`src/hdl/hpl_map.vh`:
```
// register map, field layout and constants of the line-lock and clamp-gain block
`ifndef HPL_MAP_VH
`define HPL_MAP_VH

// ****************************************
// register offsets
// ****************************************
`define HPL_ADDR_RSVD_A      8'h1E
`define HPL_ADDR_RUN_COUNTS  8'h28
`define HPL_ADDR_THRESHOLD   8'h29
`define HPL_ADDR_CLAMP_GAINS 8'h2A
`define HPL_ADDR_STATUS      8'h40

// ****************************************
// reset values
// ****************************************
`define HPL_RST_RSVD_A       8'h66
`define HPL_RST_RUN_COUNTS   8'h82
`define HPL_RST_THRESHOLD    8'h55
`define HPL_RST_CLAMP_GAINS  8'h82
`define HPL_RD_UNMAPPED      8'h00

// ****************************************
// field positions
// ****************************************
`define HPL_UNLOCK_CNT_MSB   7
`define HPL_UNLOCK_CNT_LSB   4
`define HPL_LOCK_CNT_MSB     3
`define HPL_LOCK_CNT_LSB     0
`define HPL_THRESH_MSB       3
`define HPL_THRESH_LSB       0
`define HPL_PROP_MSB         7
`define HPL_PROP_LSB         6
`define HPL_DER_MSB          5
`define HPL_DER_LSB          4
`define HPL_INT_MSB          2
`define HPL_INT_LSB          0

// ****************************************
// scaling: run count x4, threshold x8
// ****************************************
`define HPL_RUN_SHIFT        2
`define HPL_THRESH_SHIFT     3

// ****************************************
// proportional shifts (divide by 64,32,16,8)
// ****************************************
`define HPL_P_SHIFT_00       4'd6
`define HPL_P_SHIFT_01       4'd5
`define HPL_P_SHIFT_10       4'd4
`define HPL_P_SHIFT_11       4'd3

// ****************************************
// derivative shifts (1, 1/2, 1/4, off)
// ****************************************
`define HPL_D_SHIFT_00       4'd0
`define HPL_D_SHIFT_01       4'd1
`define HPL_D_SHIFT_10       4'd2
`define HPL_D_OFF            2'h3

// ****************************************
// integral reciprocals, 2^16 / divisor
// divisors 64,128,256,512,1024,2048,4096,5192
// ****************************************
`define HPL_I_FRAC           16
`define HPL_I_RECIP_0        12'h400
`define HPL_I_RECIP_1        12'h200
`define HPL_I_RECIP_2        12'h100
`define HPL_I_RECIP_3        12'h080
`define HPL_I_RECIP_4        12'h040
`define HPL_I_RECIP_5        12'h020
`define HPL_I_RECIP_6        12'h010
`define HPL_I_RECIP_7        12'h00D

`endif

```
`src/hdl/hpl_lock_det.v`:
```
// consecutive-line lock detector of the line-locking pll
`timescale 1ns/10ps
`include "hpl_map.vh"

module hpl_lock_det (
   input  wire        i_mclk,
   input  wire        i_nrst,
   input  wire        i_line_strobe,
   input  wire [11:0] i_phase_err,
   input  wire [3:0]  i_lock_cnt,
   input  wire [3:0]  i_unlock_cnt,
   input  wire [3:0]  i_threshold,
   output reg         o_locked,
   output reg         o_lock_event
);

   reg  [5:0]  run_reg;
   reg  [5:0]  run_next;
   reg         locked_next;
   wire [11:0] thresh;
   wire [5:0]  lock_target;
   wire [5:0]  unlock_target;
   wire        bad_line;
   wire        good_line;
   wire        opposite;
   wire [5:0]  target;

   // ****************************************
   // line classification
   // ****************************************
   // equal to the threshold is neither good nor bad, so it breaks either run
   assign thresh        = {8'h00, i_threshold} << `HPL_THRESH_SHIFT;
   assign bad_line      = (i_phase_err > thresh);
   assign good_line     = (i_phase_err < thresh);
   assign lock_target   = {2'h0, i_lock_cnt} << `HPL_RUN_SHIFT;
   assign unlock_target = {2'h0, i_unlock_cnt} << `HPL_RUN_SHIFT;
   assign opposite      = o_locked ? bad_line : good_line;
   assign target        = o_locked ? unlock_target : lock_target;

   // run counting; a zero count field flips on the first opposite line
   always @* begin
      run_next    = run_reg;
      locked_next = o_locked;
      if (i_line_strobe) begin
         if (!opposite) begin
            run_next = 6'h00;
         end else if ((run_reg + 6'h01) >= target) begin
            run_next    = 6'h00;
            locked_next = !o_locked;
         end else begin
            run_next = run_reg + 6'h01;
         end
      end
   end

   // state registers
   always @(posedge i_mclk or negedge i_nrst) begin
      if (!i_nrst) begin
         run_reg      <= 6'h00;
         o_locked     <= 1'b0;
         o_lock_event <= 1'b0;
      end else begin
         run_reg      <= run_next;
         o_locked     <= locked_next;
         o_lock_event <= (locked_next != o_locked);
      end
   end

endmodule // hpl_lock_det

```
`src/hdl/hpl_top.v`:
```
// line-lock detector registers and composite clamp pid regulator
`timescale 1ns/10ps
`include "hpl_map.vh"

module hpl_top (
   input  wire               i_mclk,
   input  wire               i_nrst,
   // register port from the chip's two-wire control slave
   input  wire [7:0]         i_reg_addr,
   input  wire [7:0]         i_reg_wdata,
   input  wire               i_reg_wr,
   input  wire               i_reg_rd,
   output reg  [7:0]         o_reg_rdata,
   output reg                o_reg_rvalid,
   // per-line phase error of the line-locking pll
   input  wire               i_line_strobe,
   input  wire [11:0]        i_phase_err,
   output wire               o_hlock,
   output wire               o_hlock_event,
   // per-line clamp level error
   input  wire               i_clamp_strobe,
   input  wire signed [9:0]  i_clamp_err,
   output reg  signed [19:0] o_clamp_ctrl,
   output reg                o_clamp_valid
);

   // ****************************************
   // register file
   // ****************************************
   reg  [7:0] rsvd_a_reg;
   reg  [7:0] run_counts_reg;
   reg  [7:0] threshold_reg;
   reg  [7:0] clamp_gains_reg;
   reg  [7:0] rdata_next;

   // ****************************************
   // clamp loop state
   // ****************************************
   reg  signed [9:0]  prev_err_reg;
   reg  signed [23:0] integ_reg;
   wire signed [23:0] integ_next;
   wire signed [10:0] diff;
   wire signed [10:0] p_term;
   wire signed [10:0] d_term;
   wire signed [35:0] i_prod;
   wire signed [19:0] i_term;
   wire signed [19:0] pid_sum;
   wire [1:0]         prop_code;
   wire [1:0]         der_code;
   wire [2:0]         int_code;

   // ****************************************
   // functions
   // ****************************************

   // arithmetic right shift used by the p and d terms
   function signed [10:0] hpl_ashr;
      input signed [10:0] val;
      input [3:0]         sh;
      begin
         hpl_ashr = val >>> sh;
      end
   endfunction

   // proportional code to shift
   function [3:0] hpl_p_shift;
      input [1:0] code;
      begin
         case (code)
            2'h0:    hpl_p_shift = `HPL_P_SHIFT_00;
            2'h1:    hpl_p_shift = `HPL_P_SHIFT_01;
            2'h2:    hpl_p_shift = `HPL_P_SHIFT_10;
            default: hpl_p_shift = `HPL_P_SHIFT_11;
         endcase
      end
   endfunction

   // derivative code to shift; the off code is handled by the caller
   function [3:0] hpl_d_shift;
      input [1:0] code;
      begin
         case (code)
            2'h0:    hpl_d_shift = `HPL_D_SHIFT_00;
            2'h1:    hpl_d_shift = `HPL_D_SHIFT_01;
            default: hpl_d_shift = `HPL_D_SHIFT_10;
         endcase
      end
   endfunction

   // integral code to reciprocal; multiply avoids a true divider
   function [11:0] hpl_i_recip;
      input [2:0] code;
      begin
         case (code)
            3'h0:    hpl_i_recip = `HPL_I_RECIP_0;
            3'h1:    hpl_i_recip = `HPL_I_RECIP_1;
            3'h2:    hpl_i_recip = `HPL_I_RECIP_2;
            3'h3:    hpl_i_recip = `HPL_I_RECIP_3;
            3'h4:    hpl_i_recip = `HPL_I_RECIP_4;
            3'h5:    hpl_i_recip = `HPL_I_RECIP_5;
            3'h6:    hpl_i_recip = `HPL_I_RECIP_6;
            default: hpl_i_recip = `HPL_I_RECIP_7;
         endcase
      end
   endfunction

   // ****************************************
   // register writes
   // ****************************************
   // reserved bits are stored as written; the host keeps them at their values
   always @(posedge i_mclk or negedge i_nrst) begin
      if (!i_nrst) begin
         rsvd_a_reg      <= `HPL_RST_RSVD_A;
         run_counts_reg  <= `HPL_RST_RUN_COUNTS;
         threshold_reg   <= `HPL_RST_THRESHOLD;
         clamp_gains_reg <= `HPL_RST_CLAMP_GAINS;
      end else if (i_reg_wr) begin
         case (i_reg_addr)
            `HPL_ADDR_RSVD_A:      rsvd_a_reg      <= i_reg_wdata;
            `HPL_ADDR_RUN_COUNTS:  run_counts_reg  <= i_reg_wdata;
            `HPL_ADDR_THRESHOLD:   threshold_reg   <= i_reg_wdata;
            `HPL_ADDR_CLAMP_GAINS: clamp_gains_reg <= i_reg_wdata;
            default: begin
            end
         endcase
      end
   end

   // ****************************************
   // register reads
   // ****************************************
   // read mux; unmapped addresses answer zero
   always @* begin
      case (i_reg_addr)
         `HPL_ADDR_RSVD_A:      rdata_next = rsvd_a_reg;
         `HPL_ADDR_RUN_COUNTS:  rdata_next = run_counts_reg;
         `HPL_ADDR_THRESHOLD:   rdata_next = threshold_reg;
         `HPL_ADDR_CLAMP_GAINS: rdata_next = clamp_gains_reg;
         `HPL_ADDR_STATUS:      rdata_next = {7'h00, o_hlock};
         default:               rdata_next = `HPL_RD_UNMAPPED;
      endcase
   end

   // registered read answer, one cycle after the request
   always @(posedge i_mclk or negedge i_nrst) begin
      if (!i_nrst) begin
         o_reg_rdata  <= 8'h00;
         o_reg_rvalid <= 1'b0;
      end else begin
         o_reg_rvalid <= i_reg_rd;
         if (i_reg_rd) begin
            o_reg_rdata <= rdata_next;
         end
      end
   end

   // ****************************************
   // lock detector
   // ****************************************
   hpl_lock_det u_lock_det (
      .i_mclk        (i_mclk),
      .i_nrst        (i_nrst),
      .i_line_strobe (i_line_strobe),
      .i_phase_err   (i_phase_err),
      .i_lock_cnt    (run_counts_reg[`HPL_LOCK_CNT_MSB:`HPL_LOCK_CNT_LSB]),
      .i_unlock_cnt  (run_counts_reg[`HPL_UNLOCK_CNT_MSB:`HPL_UNLOCK_CNT_LSB]),
      .i_threshold   (threshold_reg[`HPL_THRESH_MSB:`HPL_THRESH_LSB]),
      .o_locked      (o_hlock),
      .o_lock_event  (o_hlock_event)
   );

   // ****************************************
   // clamp pid terms
   // ****************************************
   assign prop_code  = clamp_gains_reg[`HPL_PROP_MSB:`HPL_PROP_LSB];
   assign der_code   = clamp_gains_reg[`HPL_DER_MSB:`HPL_DER_LSB];
   assign int_code   = clamp_gains_reg[`HPL_INT_MSB:`HPL_INT_LSB];
   assign diff       = {i_clamp_err[9], i_clamp_err} - {prev_err_reg[9], prev_err_reg};
   assign p_term     = hpl_ashr({i_clamp_err[9], i_clamp_err}, hpl_p_shift(prop_code));
   assign d_term     = (der_code == `HPL_D_OFF) ? 11'sh000
                       : hpl_ashr(diff, hpl_d_shift(der_code));
   // accumulator is wide enough that it cannot wrap within any realistic field
   assign integ_next = integ_reg + {{14{i_clamp_err[9]}}, i_clamp_err};
   assign i_prod     = integ_next * $signed({1'b0, hpl_i_recip(int_code)});
   assign i_term     = i_prod[`HPL_I_FRAC+19:`HPL_I_FRAC];
   assign pid_sum    = i_term + {{9{p_term[10]}}, p_term} + {{9{d_term[10]}}, d_term};

   // loop state and output update once per clamp measurement
   always @(posedge i_mclk or negedge i_nrst) begin
      if (!i_nrst) begin
         prev_err_reg  <= 10'sh000;
         integ_reg     <= 24'sh000000;
         o_clamp_ctrl  <= 20'sh00000;
         o_clamp_valid <= 1'b0;
      end else begin
         o_clamp_valid <= i_clamp_strobe;
         if (i_clamp_strobe) begin
            prev_err_reg <= i_clamp_err;
            integ_reg    <= integ_next;
            o_clamp_ctrl <= pid_sum;
         end
      end
   end

endmodule // hpl_top

```
`config.mk`:
```
export PLATFORM = sky130hd
export DESIGN_NAME = hpl_top
export DESIGN_NICKNAME = d
export VERILOG_FILES = /design/src/hdl/hpl_lock_det.v /design/src/hdl/hpl_top.v
export VERILOG_INCLUDE_DIRS = /design/src /design/src/hdl
export SDC_FILE = /design/constraint.sdc
export NUM_CORES = 1
export LEC_CHECK = 0
export BUFFER_PORTS_ARGS = -buffer_cell sky130_fd_sc_hd__buf_2
export CAP_MARGIN = 20
export CORE_ASPECT_RATIO = 2
export CORE_MARGIN = 3
export CORE_UTILIZATION = 65
export CTS_BUF_LIST = sky130_fd_sc_hd__clkbuf_16
export CTS_CLUSTER_DIAMETER = 100
export DETAILED_ROUTE_END_ITERATION = 8
export GPL_ROUTABILITY_DRIVEN = 0
export PLACE_DENSITY = 0.81
export SETUP_SLACK_MARGIN = 0.4
export SYNTH_ARGS = -nofsm -noshare
export SYNTH_HDL_FRONTEND = slang
export SYNTH_SLANG_ARGS = --single-unit
```
`constraint.sdc`:
```
create_clock -name i_mclk -period 11.14 [get_ports i_mclk]
set_input_delay 0.557 -clock i_mclk [delete_from_list [all_inputs] [get_ports i_mclk]]
set_output_delay 0.557 -clock i_mclk [all_outputs]
set_load 0.005 [all_outputs]
```
==> reports/results.ini <==
[timing]
rsz0062_at_grt=no
fmax_mhz=96.98
skew_ns=0.007908
maxSlewViolCount=0
worst_pin_slew_ns=1.100
final-hold-violation-count=0
fin_ws_ns=0.8283
finalSetupViolCount=0
tns_ns=0
max_slew_margin=0.2666
layout_min_cycle_time_ns=10.31
finalCritPeriodShare=0.9256

[clocking]
numCtsBuffers=9
clkTransAtPathRegs_ns=0.08
clk_path_buf_depth=2
cts-root-buf=clkbuf_16
clock_sinks=104
htreeDepth=3
clk_latency_ns=0.37
cts_tree=yes

[finish]
n_antenna_cell=0
post-route-util=0.7121
largest_reg_flops=24
final_nets=2217
n_fill_cell=1782
drive_above_1_share=0.1340
area_growth_pct=7.348

[synthesis]
synth_cells=1721
syn_area_per_cell_sq_um=9.222
ys_seq_area_frac=0.1649
mappedNetlistArea_sq_um=15870
ys_ff_latch=104
ys_warn_count=0
synth-main-ff-cell=dfrtp_1
async_flop_share=1.000
synth_fp_nets=2152
synth_edf_count=0
yosys.cell_types.count=70

[global_routing]
grt_util_all_layers=0.3363
gr-total-overflow=0
grt_pass1_vias=13950
grt_max_degree=67
antenna_found_initial=0
grt_pass1_wl_mm=68.03

[worst_setup_path]
crit_top_cell=fa_1
arrival_ns=10.61
cp_top_family=adder cells
max_stage_delay_ns=0.65
reg2reg_depth=34
cp.required_ns=11.44
end_kind=flop
r2r-start=integ_reg[1]
slowest_stage=nor3_1
crit_fanout=6
critical_path_class=flop to flop
start_kind=flop
startpoint=integ_reg[1]
worst-path-stages=34
cp_num_buf_inv=1

[worst_hold_path]
hold_path.class=input pin to async pin

[floorplanning]
die_w_um=116.5
core_area_sq_um=23920
die_h_um=227.0
rows=80
initial_core_util=0.6634
ios=76
dieArea_sq_um=26440

[pwr]
power_w=0.004757
p_leak_nw=8.561
irDropWorstVdd_mv=0.2086
power_density_nw_per_um2=279.2

[placed_design]
dp_hpwl_mm=34.98
pre_cts_ws_ns=0.1174
io_buffers=75

[drt]
wl_mm=41.95
first_pass_iters=5
drc=0
wl_met3_mm=2.260
met1_length_mm=12.72
viasPerCell=6.098
topRoutingLayerUsed=met4
dr_total_vias=12670
detail_route.iter0.violations=617
antenna_left=0
wl_per_cell_um=20.19
dr_wl_met2_mm=22.58

[outcome]
outcome=complete, no violations

[job]
cap_violations=0

==> metrics by stage <==
step                      hold WS, ns  cell area, sq um  std cells
after floorplan                0.2614             15870       1721
after global placement         0.4860             16590       2059
after detailed placement       0.4903             16590       2059
after CTS                      0.1623             16910       2075
after global routing           0.1761             17040       2078
final                          0.1476             17040       2078
==> synthesized netlist by cell type, types with 23 or more instances <==
cell,n,area (sq um)
inv_1,351,1318
fa_1,220,4404
ha_1,167,2090
nand2_1,159,596.8
nor2_1,143,536.8
dfrtp_1,92,2302
mux2_2,72,810.8
xnor2_1,59,516.8
a21oi_1,54,270.3
o21ai_0,51,255.2
clkbuf_1,38,142.6
nor3_1,23,115.1
==> area by class of cell <==
cell class                 instances  area (sq um)  share of cell area
clock inverter                     7         88.84            0.005214
clock buffer                       9         225.2             0.01322
inverter                         352          1321             0.07756
sequential                       104          2618              0.1536
timing repair buffer              98         550.5             0.03231
multi-input combinational       1221         11870              0.6970
tap                              287         359.1             0.02108
==> routing by layer <==
metal	vias up	GRT usage
li1	5659	-
met1	6243	0.3251
met2	531	0.6047
met3	238	0.04975
met4	0	0.2855
met5	-	0
==> path summary, 6_finish.rpt <==
kind,end,slack [ns]
worst max register to register,o_clamp_ctrl[19],0.83
worst min-delay path,o_clamp_ctrl[2],0.15
min in group i_mclk,o_reg_rvalid,0.42
worst max-delay path,o_clamp_ctrl[19],0.83
worst min register to register,o_clamp_ctrl[13],0.51
max in group asynchronous,o_clamp_ctrl[17],9.75
==> layout by cell type, fill, tap and decap left out, types with 10 or more instances in the layout <==
cell        n
inv_1     351
fa_1      220
ha_1      167
nand2_1   159
nor2_1    141
dfrtp_1    92
buf_2      74
mux2_2     72
xnor2_1    57
a21oi_1    50
o21ai_0    49
buf_4      23
nor3_1     22
nand3_1    21
a21o_1     18
xor2_1     18
nand2b_1   15
mux2i_1    15
a211oi_1   13
and2_1     13
nor2b_1    13
o21a_1     12
dfstp_2    12
o22ai_1    11
a21boi_0   10
==> power breakdown <==
part           total, W  internal [W]  leakage [nW]  switching, W
logic           0.00387       0.00160          7.13       0.00227
clock network  0.000338      0.000164         0.153      0.000174
registers      0.000547      0.000488          1.28     0.0000583
total           0.00476       0.00225          8.56       0.00250
==> timing repair <==
action / in CTS / in global routing
buffers inserted: 0 / 2
hold buffers: 0 / 0
resized for setup: 1 / 20
endpoints found under the setup margin: 1 / 7
pin swaps: 0 / 2
==> kinds of logic (layout without fill, tap and decap cells) <==
family | Yosys count | in the layout | synth area share
xor+xnor | 81 | 81 | 0.04518
buf+inv | 396 | 466 | 0.09406
fa+ha+maj | 387 | 387 | 0.4092
mux | 93 | 93 | 0.06906
flops | 104 | 104 | 0.1649
simple gates | 433 | 433 | 0.1219
compound gates | 227 | 227 | 0.09571
No activity file was read; power rests on OpenSTA's default activity.
